[src/rtc_defines.svh]
// constants for the serial clock/calendar core: map, field masks, reset values
// assumes it is included by bare name from the package and the core
`ifndef RTC_DEFINES_SVH
`define RTC_DEFINES_SVH

// ==========================================================
// register map (six-bit internal pointer)
`define REG_SECONDS 6'h00
`define REG_MINUTES 6'h01
`define REG_HOURS 6'h02
`define REG_WEEKDAY 6'h03
`define REG_DATE 6'h04
`define REG_MONTH 6'h05
`define REG_YEAR 6'h06
`define REG_CONTROL 6'h07
`define TIME_REGS 8

// ==========================================================
// writable bits per register, reserved bits read zero
`define MASK_SECONDS 8'hff
`define MASK_MINUTES 8'h7f
`define MASK_HOURS 8'h7f
`define MASK_WEEKDAY 8'h07
`define MASK_DATE 8'h3f
`define MASK_MONTH 8'h1f
`define MASK_YEAR 8'hff
`define MASK_CONTROL 8'h93
`define MASK_RAM 8'hff

// ==========================================================
// field positions and reset values
`define OSC_HALT_BIT 7
`define HOUR_12_BIT 6
`define HOUR_PM_BIT 5
`define CTRL_LEVEL_BIT 7
`define CTRL_WAVE_EN_BIT 4
`define CTRL_RESET 8'h03
`define TIME_RESET 8'h00

// ==========================================================
// serial link and timebase
`define SLAVE_ADDR 7'h68
`define DIV_WIDTH 15
`define DIV_LAST 15'h7fff
`define FIFO_WIDTH 14
`define FIFO_DEPTH 8

`endif

[src/rtc_pkg.sv]
// types shared by the clock/calendar core and its write buffer
// assumes rtc_defines.svh is on the include path
`include "rtc_defines.svh"

package rtc_pkg;

  // ==========================================================
  // serial slave states
  typedef enum logic [2:0] {
    SL_IDLE,
    SL_ADDR,
    SL_ACK,
    SL_RX,
    SL_TX,
    SL_MACK
  } slave_state_e;

  // ==========================================================
  // one buffered host write: target pointer and byte
  typedef struct packed {
    logic [5:0] addr;
    logic [7:0] data;
  } wr_entry_s;

endpackage : rtc_pkg

[src/serial_rtc_calendar_core.sv]
// serial clock/calendar core: two-wire slave, BCD time chain, wave output, user RAM
// assumes clk at 25 MHz, sclIn/sdaIn/oscIn are asynchronous pins, sda pad is open drain
//
// Notes on behaviour
// - halt bit set stops the oscillator; counters keep their values.
// - pointer is six bits; higher addresses alias down.
// - locations 0x08 to 0x3F are plain user storage.
// - bits shown as zero ignore writes and read zero.
// - wave disabled: pin follows the level bit, which resets low.
// - wave enable bit drives the pin with an oscillator-derived clock.
// - rate select: 1 Hz, 4.096 kHz, 8.192 kHz, 32.768 kHz; resets to 11.
// - time advances on the falling edge of the 1 Hz wave.
// - hours bit 6 picks 12-hour format; bit 5 is PM there.
// - weekday counts 1 to 7 and returns to 1.
// - date rolls at month length with leap years, carries to month.
// - month 1 to 12 carries to year; year 00 to 99, multiples of four leap.
// - sda fall with scl high is start, rise is stop; restart alike.
// - bytes of eight bits, any count; pointer advances per byte.
// - transmitter changes sda only while scl is low.
// - acknowledge driven in ninth clock, released at its falling edge.
// - master nack on read: slave releases sda and waits for stop.
// - slave answers only its own address, D0h write, D1h read.
`timescale 1ns/1ns
`include "rtc_defines.svh"

// ==========================================================
// write buffer between the serial slave and the register array
module rtc_write_fifo #(
  parameter int W = 14,
  parameter int D = 8
) (
  input wire logic clk,
  input wire logic rst,
  input wire logic ce,
  input wire logic [W-1:0] inData,
  input wire logic inValid,
  output logic inReady,
  output logic [W-1:0] outData,
  output logic outValid,
  input wire logic outReady
);
  localparam int AW = $clog2(D);
  logic [W-1:0] mem [D];
  logic [AW:0] wr_r;
  logic [AW:0] rd_r;
  wire pushGo = inValid && inReady;
  wire popGo = outValid && outReady;

  // extra pointer bit tells full from empty
  assign inReady = !((wr_r[AW] != rd_r[AW]) && (wr_r[AW-1:0] == rd_r[AW-1:0]));
  assign outValid = (wr_r != rd_r);
  assign outData = mem[rd_r[AW-1:0]];

  always_ff @(posedge clk) begin
    if (rst) begin
      wr_r <= '0;
      rd_r <= '0;
    end else if (ce) begin
      if (pushGo) begin
        mem[wr_r[AW-1:0]] <= inData;
        wr_r <= wr_r + 1'b1;
      end
      if (popGo) begin
        rd_r <= rd_r + 1'b1;
      end
    end
  end
endmodule : rtc_write_fifo

// ==========================================================
// top of the core
module serial_rtc_calendar_core
  import rtc_pkg::*;
(
  input wire logic clk,
  input wire logic rst,
  input wire logic ce,
  input wire logic sclIn,
  input wire logic sdaIn,
  input wire logic oscIn,
  output logic sdaOut,
  output logic sdaOe,
  output logic wavePin
);

  // ==========================================================
  // pin synchronisers; third stage only for edge detection
  logic sclM_r, sclS_r, sclP_r;
  logic sdaM_r, sdaS_r, sdaP_r;
  logic oscM_r, oscS_r, oscP_r;

  // 25 MHz sampling gives over 60 samples per scl period at 400 kHz
  always_ff @(posedge clk) begin
    if (rst) begin
      {sclM_r, sclS_r, sclP_r} <= 3'h7;
      {sdaM_r, sdaS_r, sdaP_r} <= 3'h7;
      {oscM_r, oscS_r, oscP_r} <= 3'h0;
    end else if (ce) begin
      {sclM_r, sclS_r, sclP_r} <= {sclIn, sclM_r, sclS_r};
      {sdaM_r, sdaS_r, sdaP_r} <= {sdaIn, sdaM_r, sdaS_r};
      {oscM_r, oscS_r, oscP_r} <= {oscIn, oscM_r, oscS_r};
    end
  end

  wire sclRise = sclS_r && !sclP_r;
  wire sclFall = !sclS_r && sclP_r;
  // data edges while scl stays high are bus conditions
  wire startEv = sclS_r && sclP_r && sdaP_r && !sdaS_r;
  wire stopEv = sclS_r && sclP_r && !sdaP_r && sdaS_r;

  // ==========================================================
  // register array: time/control at 0..7, user RAM above
  logic [7:0] rf [64];
  logic [7:0] snap_r [`TIME_REGS];
  logic [`DIV_WIDTH-1:0] div_r;
  logic oscHeld_r;

  wire haltOsc = rf[`REG_SECONDS][`OSC_HALT_BIT];
  wire [7:0] ctrl = rf[`REG_CONTROL];
  wire oscRise = oscS_r && !oscP_r && !haltOsc;
  // 1 Hz wave is div_r msb; it falls as the divider wraps
  wire secTick = oscRise && (div_r == `DIV_LAST);

  // ==========================================================
  // BCD and write-mask helpers
  function automatic logic [7:0] bcdInc(input logic [7:0] v);
    bcdInc = (v[3:0] == 4'h9) ? {v[7:4] + 4'h1, 4'h0} : {v[7:4], v[3:0] + 4'h1};
  endfunction : bcdInc

  function automatic logic [7:0] wrMask(input logic [5:0] a);
    unique case (a)
      `REG_SECONDS: wrMask = `MASK_SECONDS;
      `REG_MINUTES: wrMask = `MASK_MINUTES;
      `REG_HOURS: wrMask = `MASK_HOURS;
      `REG_WEEKDAY: wrMask = `MASK_WEEKDAY;
      `REG_DATE: wrMask = `MASK_DATE;
      `REG_MONTH: wrMask = `MASK_MONTH;
      `REG_YEAR: wrMask = `MASK_YEAR;
      `REG_CONTROL: wrMask = `MASK_CONTROL;
      default: wrMask = `MASK_RAM;
    endcase
  endfunction : wrMask

  // ==========================================================
  // count chain decode; invalid host values give undefined results
  wire [7:0] hrs = rf[`REG_HOURS];
  wire mode12 = hrs[`HOUR_12_BIT];
  wire pm = hrs[`HOUR_PM_BIT];
  wire [7:0] secInc = bcdInc({1'b0, rf[`REG_SECONDS][6:0]});
  wire [7:0] minInc = bcdInc(rf[`REG_MINUTES]);
  wire [7:0] h24Inc = bcdInc({2'b00, hrs[5:0]});
  wire [7:0] h12Inc = bcdInc({3'b000, hrs[4:0]});
  wire [7:0] dateInc = bcdInc(rf[`REG_DATE]);
  wire [7:0] monInc = bcdInc(rf[`REG_MONTH]);
  wire [7:0] yearInc = bcdInc(rf[`REG_YEAR]);
  wire [7:0] yr = rf[`REG_YEAR];
  wire [4:0] mon = rf[`REG_MONTH][4:0];

  wire secWrap = (rf[`REG_SECONDS][6:0] == 7'h59);
  wire minWrap = (rf[`REG_MINUTES][6:0] == 7'h59);
  // 12-hour day ends at 11 PM -> 12 AM
  wire hrWrap = mode12 ? (pm && hrs[4:0] == 5'h11) : (hrs[5:0] == 6'h23);
  // year ends in 0/4/8 with even tens or 2/6 with odd tens
  wire leap = yr[4] ? (yr[3:0] == 4'h2 || yr[3:0] == 4'h6)
                    : (yr[3:0] == 4'h0 || yr[3:0] == 4'h4 || yr[3:0] == 4'h8);
  wire shortMon = (mon == 5'h04) || (mon == 5'h06) || (mon == 5'h09) || (mon == 5'h11);
  wire [5:0] lastDay = (mon == 5'h02) ? (leap ? 6'h29 : 6'h28) : (shortMon ? 6'h30 : 6'h31);
  wire dateWrap = (rf[`REG_DATE][5:0] == lastDay);
  wire monWrap = (mon == 5'h12);
  wire yearWrap = (yr == 8'h99);

  wire c1 = secTick && secWrap;
  wire c2 = c1 && minWrap;
  wire c3 = c2 && hrWrap;
  wire c4 = c3 && dateWrap;
  wire c5 = c4 && monWrap;

  wire [7:0] hrNxt12 = (hrs[4:0] == 5'h12) ? {2'b01, pm, 5'h01} :
                       (hrs[4:0] == 5'h11) ? {2'b01, !pm, 5'h12} : {2'b01, pm, h12Inc[4:0]};
  wire [7:0] hrNxt24 = hrWrap ? 8'h00 : {2'b00, h24Inc[5:0]};
  wire [7:0] hrNxt = mode12 ? hrNxt12 : hrNxt24;
  wire [7:0] wdayNxt = (rf[`REG_WEEKDAY][2:0] == 3'h7) ? 8'h01 : {5'h00, rf[`REG_WEEKDAY][2:0] + 3'h1};

  // ==========================================================
  // write buffer: host writes queue here, drained into the array
  wr_entry_s pushEntry;
  wr_entry_s popEntry;
  logic pushReq;
  logic fifoReady;
  logic popValid;
  // drain yields to the count chain so both never write in one cycle
  wire drainGo = popValid && !oscRise;

  rtc_write_fifo #(.W(`FIFO_WIDTH), .D(`FIFO_DEPTH)) wrBuf (
    .clk(clk),
    .rst(rst),
    .ce(ce),
    .inData(pushEntry),
    .inValid(pushReq),
    .inReady(fifoReady),
    .outData(popEntry),
    .outValid(popValid),
    .outReady(drainGo)
  );

  // timebase divider; halting freezes it but clears nothing
  always_ff @(posedge clk) begin
    if (rst) begin
      div_r <= '0;
      oscHeld_r <= 1'b0;
    end else if (ce && !haltOsc) begin
      oscHeld_r <= oscS_r;
      if (oscRise) begin
        div_r <= div_r + 1'b1;
      end
    end
  end

  // register array: host writes masked, else the count chain ripples
  always_ff @(posedge clk) begin
    if (rst) begin
      for (int i = 0; i < `TIME_REGS; i++) begin
        rf[i] <= `TIME_RESET;
      end
      rf[`REG_CONTROL] <= `CTRL_RESET;
    end else if (ce) begin
      if (drainGo) begin
        rf[popEntry.addr] <= popEntry.data & wrMask(popEntry.addr);
      end else if (secTick) begin
        rf[`REG_SECONDS] <= {haltOsc, secWrap ? 7'h00 : secInc[6:0]};
        if (c1) rf[`REG_MINUTES] <= minWrap ? 8'h00 : minInc;
        if (c2) rf[`REG_HOURS] <= hrNxt;
        if (c3) rf[`REG_WEEKDAY] <= wdayNxt;
        if (c3) rf[`REG_DATE] <= dateWrap ? 8'h01 : dateInc;
        if (c4) rf[`REG_MONTH] <= monWrap ? 8'h01 : monInc;
        if (c5) rf[`REG_YEAR] <= yearWrap ? 8'h00 : yearInc;
      end
    end
  end

  // ==========================================================
  // wave output: static level, oscillator or divided oscillator
  logic wavePin_r;
  wire [3:0] rateTaps = {oscHeld_r, div_r[1], div_r[2], div_r[`DIV_WIDTH-1]};
  wire waveRate = rateTaps[ctrl[1:0]];
  wire waveNxt = ctrl[`CTRL_WAVE_EN_BIT] ? waveRate : ctrl[`CTRL_LEVEL_BIT];

  always_ff @(posedge clk) begin
    if (rst) begin
      wavePin_r <= 1'b0;
    end else if (ce) begin
      wavePin_r <= waveNxt;
    end
  end

  // ==========================================================
  // serial slave
  slave_state_e st_r;
  logic [3:0] bit_r;
  logic [7:0] sh_r;
  logic [5:0] ptr_r;
  logic rw_r, first_r, ackOk_r, sdaOe_r, sdaOut_r;

  wire byteIn = (bit_r == 4'h8) && sclFall;
  wire addrHit = (sh_r[7:1] == `SLAVE_ADDR);
  wire addrDone = (st_r == SL_ADDR) && byteIn;
  wire rxDone = (st_r == SL_RX) && byteIn;
  // data bytes need a buffer slot; a full buffer is answered with nack
  wire rxAck = first_r || fifoReady;
  assign pushReq = rxDone && !first_r;
  assign pushEntry = '{addr: ptr_r, data: sh_r};
  // time registers come from the snapshot, the rest live
  wire [7:0] rdByte = (ptr_r < 6'(`TIME_REGS)) ? snap_r[ptr_r[2:0]] : rf[ptr_r];
  wire loadTx = sclFall && (((st_r == SL_ACK) && rw_r) || ((st_r == SL_MACK) && ackOk_r));

  // snapshot taken as a read address is acknowledged
  always_ff @(posedge clk) begin
    if (ce && addrDone && addrHit && sh_r[0]) begin
      for (int i = 0; i < `TIME_REGS; i++) begin
        snap_r[i] <= rf[i];
      end
    end
  end

  // slave sequencing; sda only moves on scl falls or bus conditions
  always_ff @(posedge clk) begin
    if (rst) begin
      st_r <= SL_IDLE;
      bit_r <= 4'h0;
      sh_r <= 8'h00;
      ptr_r <= 6'h00;
      rw_r <= 1'b0;
      first_r <= 1'b0;
      ackOk_r <= 1'b0;
      sdaOe_r <= 1'b0;
      sdaOut_r <= 1'b0;
    end else if (ce) begin
      if (startEv) begin
        st_r <= SL_ADDR;
        bit_r <= 4'h0;
        sdaOe_r <= 1'b0;
      end else if (stopEv) begin
        st_r <= SL_IDLE;
        sdaOe_r <= 1'b0;
      end else if (loadTx) begin
        st_r <= SL_TX;
        sh_r <= rdByte;
        sdaOe_r <= !rdByte[7];
        ptr_r <= ptr_r + 6'h01;
        bit_r <= 4'h0;
      end else begin
        unique case (st_r)
          SL_IDLE: begin
          end
          SL_ADDR, SL_RX: begin
            if (sclRise) begin
              sh_r <= {sh_r[6:0], sdaS_r};
              bit_r <= bit_r + 4'h1;
            end else if (addrDone) begin
              st_r <= addrHit ? SL_ACK : SL_IDLE;
              sdaOe_r <= addrHit;
              rw_r <= sh_r[0];
              first_r <= !sh_r[0];
            end else if (rxDone) begin
              st_r <= rxAck ? SL_ACK : SL_IDLE;
              sdaOe_r <= rxAck;
              first_r <= 1'b0;
              ptr_r <= first_r ? sh_r[5:0] : ptr_r + {5'h00, fifoReady};
            end
          end
          SL_ACK: begin
            if (sclFall) begin
              st_r <= SL_RX;
              sdaOe_r <= 1'b0;
              bit_r <= 4'h0;
            end
          end
          SL_TX: begin
            if (sclFall && bit_r == 4'h7) begin
              st_r <= SL_MACK;
              sdaOe_r <= 1'b0;
            end else if (sclFall) begin
              sh_r <= {sh_r[6:0], 1'b0};
              sdaOe_r <= !sh_r[6];
              bit_r <= bit_r + 4'h1;
            end
          end
          SL_MACK: begin
            if (sclRise) begin
              ackOk_r <= !sdaS_r;
            end else if (sclFall) begin
              st_r <= SL_IDLE;
            end
          end
        endcase
      end
    end
  end

  assign sdaOut = sdaOut_r;
  assign sdaOe = sdaOe_r;
  assign wavePin = wavePin_r;

  // ==========================================================
  // checks
  // the host may clear the halt bit at any edge, so only the cycle after a halted one is held still
  chk_halt_freeze: assert property (@(posedge clk) disable iff (rst)
    (ce && haltOsc) |-> !secTick ##1 $stable(div_r))
    else $error("divider moved while oscillator halted");

  chk_reserved_zero: assert property (@(posedge clk) disable iff (rst)
    (rf[`REG_WEEKDAY][7:3] == 5'h00) && (rf[`REG_CONTROL][6:5] == 2'b00) && !rf[`REG_MINUTES][7])
    else $error("reserved bit holds a one");

  chk_wave_static: assert property (@(posedge clk) disable iff (rst)
    (ce && !ctrl[`CTRL_WAVE_EN_BIT]) |=> (wavePin == $past(ctrl[`CTRL_LEVEL_BIT])))
    else $error("wave pin not at static level");

  chk_sec_tick: assert property (@(posedge clk) disable iff (rst)
    (ce && !secTick && !drainGo) |=> $stable(rf[`REG_SECONDS]))
    else $error("seconds moved off the wave falling edge");

  chk_wday_wrap: assert property (@(posedge clk) disable iff (rst)
    (ce && c3 && !drainGo && rf[`REG_WEEKDAY][2:0] == 3'h7) |=> (rf[`REG_WEEKDAY] == 8'h01))
    else $error("weekday did not return to one");

  chk_addr_ack: assert property (@(posedge clk) disable iff (rst)
    (ce && addrDone && !startEv && !stopEv) |=> (sdaOe == $past(addrHit)) && (st_r == SL_ACK) == $past(addrHit))
    else $error("address acknowledge wrong");

  chk_ack_release: assert property (@(posedge clk) disable iff (rst)
    (ce && st_r == SL_ACK && sclFall && !rw_r && !startEv && !stopEv) |=> !sdaOe ##1 (st_r == SL_RX))
    else $error("acknowledge not released at ninth fall");

  chk_nack_idle: assert property (@(posedge clk) disable iff (rst)
    (st_r == SL_IDLE) |-> !sdaOe)
    else $error("slave drives sda while waiting for stop");

  chk_sda_low_scl: assert property (@(posedge clk) disable iff (rst)
    $rose(sdaOe) |-> !$past(sclS_r))
    else $error("sda driven while scl high");

  chk_ptr_load: assert property (@(posedge clk) disable iff (rst)
    (ce && rxDone && first_r && !startEv && !stopEv) |=> (ptr_r == $past(sh_r[5:0])) && !pushReq)
    else $error("pointer not loaded from first byte");

  cov_read_byte: cover property (@(posedge clk) disable iff (rst) ce && loadTx && st_r == SL_MACK);
  cov_write_push: cover property (@(posedge clk) disable iff (rst) ce && pushReq && fifoReady);
  cov_fifo_full: cover property (@(posedge clk) disable iff (rst) ce && rxDone && !rxAck);
  cov_year_wrap: cover property (@(posedge clk) disable iff (rst) ce && c5 && yearWrap);

endmodule : serial_rtc_calendar_core

[config.mk]
export PLATFORM = sky130hd
export DESIGN_NAME = serial_rtc_calendar_core
export DESIGN_NICKNAME = d
export VERILOG_FILES = /design/src/rtc_pkg.sv /design/src/serial_rtc_calendar_core.sv
export VERILOG_INCLUDE_DIRS = /design/src
export SDC_FILE = /design/constraint.sdc
export NUM_CORES = 1
export LEC_CHECK = 0
export BUFFER_PORTS_ARGS = -buffer_cell sky130_fd_sc_hd__buf_2
export CELL_PAD_IN_SITES_DETAIL_PLACEMENT = 1
export CELL_PAD_IN_SITES_GLOBAL_PLACEMENT = 1
export CORE_MARGIN = 4
export CORE_UTILIZATION = 45
export CTS_BUF_LIST = sky130_fd_sc_hd__clkbuf_4
export DETAILED_ROUTE_END_ITERATION = 8
export PLACE_DENSITY_LB_ADDON = 0.1
export SLEW_MARGIN = 20
export SYNTH_ARGS = -nofsm -noshare
export SYNTH_HDL_FRONTEND = slang
export SYNTH_SLANG_ARGS = --single-unit
[constraint.sdc]
create_clock -name clk -period 10.15 [get_ports clk]
set_input_delay 2.03 -clock clk [delete_from_list [all_inputs] [get_ports clk]]
set_output_delay 2.03 -clock clk [all_outputs]
set_load 0.01 [all_outputs]
==> summary.md <==
STA puts the critical path data arrival time at 5.11 ns. In the final layout, the share of cells above drive strength 1 is 24.4%. Setup repair after global routing left no endpoint under its margin. The final instance count without filler cells was 3233. The count of input and output buffers is 7.

By count the netlist is led by 688 x sky130_fd_sc_hd__edfxtp_1, 159 x sky130_fd_sc_hd__nor2_1, 158 x sky130_fd_sc_hd__mux4_2. The count of hold-fix buffers inserted at cts is 0, and the die boundary width is 275 µm. The synthesized area per cell was 16.2 µm²; the async set or reset register ratio after synthesis was 0%. The logs give 0 ns for the setup TNS after final layout and 0.836 for the final estimated routing congestion in global placement. The tools report the cell area reported after detailed placement as 33300 µm². The area overhead of the layout relative to synthesis was 11.5%; the flip-flop and latch count after synthesis was 756. The register share of total power came out at 55.5%. In this run the static leakage power is 11.9 nW. The number of global-route vias before repair was 19900. For met3 alone, demand over resource in global routing was 4.09%. The cell area after synthesis was 32100 µm²; the internal power summed over all cells was 4.77 mW.

The switching power share of the total is 22.0%. In this run the worst hold path is classified as reg -> reg. The number of sinks driven by the clock tree came out at 756. The met2 global-route usage is 39.6%, and the final instance area is 35800 µm². The fraction of the cycle the final worst path needs came out at 44.3%. Counting I/O delays and the setup requirement, the final critical path takes 4.49 ns.

The H-tree generated during clock tree synthesis spans 4 levels. The analysis attributes to net switching a power of 1.35 mW. Once the clock tree was built, the setup fixing pass inserted 0 buffers. The tools report the combinational cell fraction of total power as 1.3%. Entering global routing, the biggest net connects 87 pins. The logs give 0.0576 ns for the post-route clock skew and 2877 for the number of placed instances with taps included. In this run the biggest area consumer among cell types represents 64.3% of the synthesized area.

The cell sitting at the root of the clock tree is a sky130_fd_sc_hd__clkbuf_4. For this run, global-route usage on met1 was measured as 34.4%. The per-cell routed wire length is 28.1 µm. The part of the Yosys area used for sequential elements was 68.5%; the minimum setup slack after placement was 4.74 ns.

Counting flops with a built-in enable in the synthesized netlist gives 688. The tools report the total clock buffers created by CTS as 195. The flow ran to the end, and the final reports show no timing, DRC or antenna violations.

The tools report the startpoint class of the critical path as a primary input. For the number of instances resized during post-cts repair, the log shows 0. TritonCTS built the clock tree. For this run, the post-layout net count is 2165. The maximum root-to-sink buffer count came out at 3. The count of cells along the worst register-to-register path was 7; the overall power consumption was 6.12 mW. In this run the standard cell core region covers 70400 µm².

The tool flagged a number of max-cap violations equal to 0. Transition time of the tightest slew-check pin: 1.11 ns. The cell taking the most area after synthesis is sky130_fd_sc_hd__edfxtp_1. For this run, the share of the core covered by cells in the final layout is 50.9%. Detailed routing inserted a total of 19200 vias.

Across all hold checks on the routed design, the worst slack comes to 0.451 ns. Yosys printed 0 warnings. The logs give 0 for the number of hold violations in the final report and 97 for the floorplan row count. The initial utilization of the core area, before any placement, comes to 45.7%.

The number of antenna violations at the first check in global routing came out at 2. The count of routing violations after the opening detailed-route iteration was 1829; the worst slew margin relative to its limit was 26.1%. After detailed routing, the number of remaining DRC violations is 0. The estimated wirelength of the detail-placed design is 57.4 mm, and the power per cell area is 171 nW/µm². Using the TritonRoute via totals, the vias-per-cell ratio works out to 5.93.

Yosys attributes the largest share of cell area to sky130_fd_sc_hd__edfxtp_1 64%, sky130_fd_sc_hd__mux4_2 11%, sky130_fd_sc_hd__dfxtp_1 4.2%. The logs give 0 for the residual overflow from global routing and 135 mm for the first-pass GRT wire length. For the worst setup path, the data required time is 10.77 ns. The run gives 9 as the number of top-level pins.

The run gives 5.95 ns as the reg-to-reg setup timing slack. The number of max-slew violations in the final report is 0. Measured along the y axis, the die boundary spans 275 µm.

Counting distinct cell types in the post-synthesis netlist gives 76. The worst hold path depth is 0. Yosys instantiated no cell more often than sky130_fd_sc_hd__edfxtp_1.

Setup violations remaining at the end of the flow were counted as 0. After detailed routing, the total wire length is 90.9 mm. The most utilized layer in the global route result is met2.

The count of TritonRoute iterations in the first routing pass was 5; the number of nets with antenna violations after routing was 0. The start-to-end type of the worst setup path is in -> reg. Clock slew seen by the registers of the worst setup and hold paths: 0.06 ns. The least setup slack across all paths after layout came out at 5.66 ns. The share of total power in the clock network was 43.2%; the maximum achievable frequency was 0.223 GHz. The floorplan step defined a die boundary enclosing 75800 µm². In this run the worst path has a maximum fanout of 27. The run gives 24.4% as the overall fraction of global-route tracks in use.

The run gives 0.101 mV as the largest voltage drop on the vdd net. For this run, the leading register cell type out of synthesis is sky130_fd_sc_hd__edfxtp_1. The clock latency on the worst-skew pair was 1.02 ns; the gate count of the mapped netlist was 1983. STA classifies the critical path endpoint as a flop.
==> layout by cell type (no fill, tap or decap), types with 25 or more instances in the layout <==
| master | netlist | routed |
|---|---|---|
| sky130_fd_sc_hd__nor2_1 | 159 | 159 |
| sky130_fd_sc_hd__clkinv_1 | 0 | 48 |
| sky130_fd_sc_hd__nand3_1 | 42 | 42 |
| sky130_fd_sc_hd__buf_4 | 9 | 41 |
| sky130_fd_sc_hd__mux4_2 | 158 | 158 |
| sky130_fd_sc_hd__nand2_1 | 125 | 125 |
| sky130_fd_sc_hd__dfxtp_1 | 68 | 62 |
| sky130_fd_sc_hd__ha_1 | 25 | 25 |
| sky130_fd_sc_hd__a21oi_1 | 44 | 44 |
| sky130_fd_sc_hd__mux2i_1 | 95 | 95 |
| sky130_fd_sc_hd__o22ai_1 | 32 | 32 |
| sky130_fd_sc_hd__edfxtp_1 | 688 | 688 |
| sky130_fd_sc_hd__o21ai_0 | 46 | 46 |
| sky130_fd_sc_hd__clkbuf_4 | 0 | 286 |
| sky130_fd_sc_hd__inv_1 | 44 | 40 |
==> layer usage <==
metal / vias to the layer above / wire length (µm) / part of all wire [%]
met4: 0 / 1850 / 2.0
met3: 119 / 4780 / 5.3
met5: - / 0 / 0
li1: 8305 / - / -
met1: 10100 / 39700 / 44
met2: 647 / 44600 / 49
==> power groups by stage <==
stage	clock (mW)	sequential [mW]	combinational, mW
after floorplan	0	3.45	0.0628
after global placement	0	3.47	0.0763
after detailed placement	0	3.47	0.0786
after CTS	2.72	3.40	0.0792
after global routing	2.91	3.40	0.0882
final	2.64	3.40	0.0791
==> worst max-delay path, cell delays in order <==
cell	delay, ns
sky130_fd_sc_hd__buf_2	0.41
sky130_fd_sc_hd__o31ai_1	0.24
sky130_fd_sc_hd__nor2_1	0.35
sky130_fd_sc_hd__and3_1	0.63
sky130_fd_sc_hd__nand2_1	0.66
sky130_fd_sc_hd__nor2_1	0.76
==> sequential cells by signal, summed over array words and instances (netlist names), 3 cells and up, named ones only <==
| signal | flops |
|---|---|
| div_r | 15 |
| wrBuf.rd_r | 4 |
| rf | 512 |
| wrBuf.mem | 112 |
| wrBuf.wr_r | 4 |
| st_r | 3 |
| ptr_r | 6 |
| bit_r | 4 |
| sh_r | 8 |
| snap_r | 64 |
==> layout make-up <==
type	instances	area, µm²
fill	6761	34600
tap	940	1180
multi-input combinational	1087	9560
clock buffer	286	2150
antenna	3	7.51
sequential	756	22000
inverter	45	169
clock inverter	67	373
timing repair buffer	49	363
==> worst paths after layout <==
check,startpoint,end
setup / recovery,ce,rf[41][0]
hold reg to reg,rf[3][7],snap_r[3][7]
hold / removal,rf[3][7],snap_r[3][7]
setup reg to reg,flop,rf[41][0]
==> cell families after synthesis <==
kind of cell | count (synthesis) | synth area share (%)
compound gates | 263 | 5.59
xor+xnor | 43 | 1.17
fa+ha+maj | 25 | 0.973
buf+inv | 150 | 2.06
flops | 756 | 68.5
mux | 266 | 14.5
other cells | 1 | 0.0117
simple gates | 479 | 7.21
(Power assumes the default switching activity.)
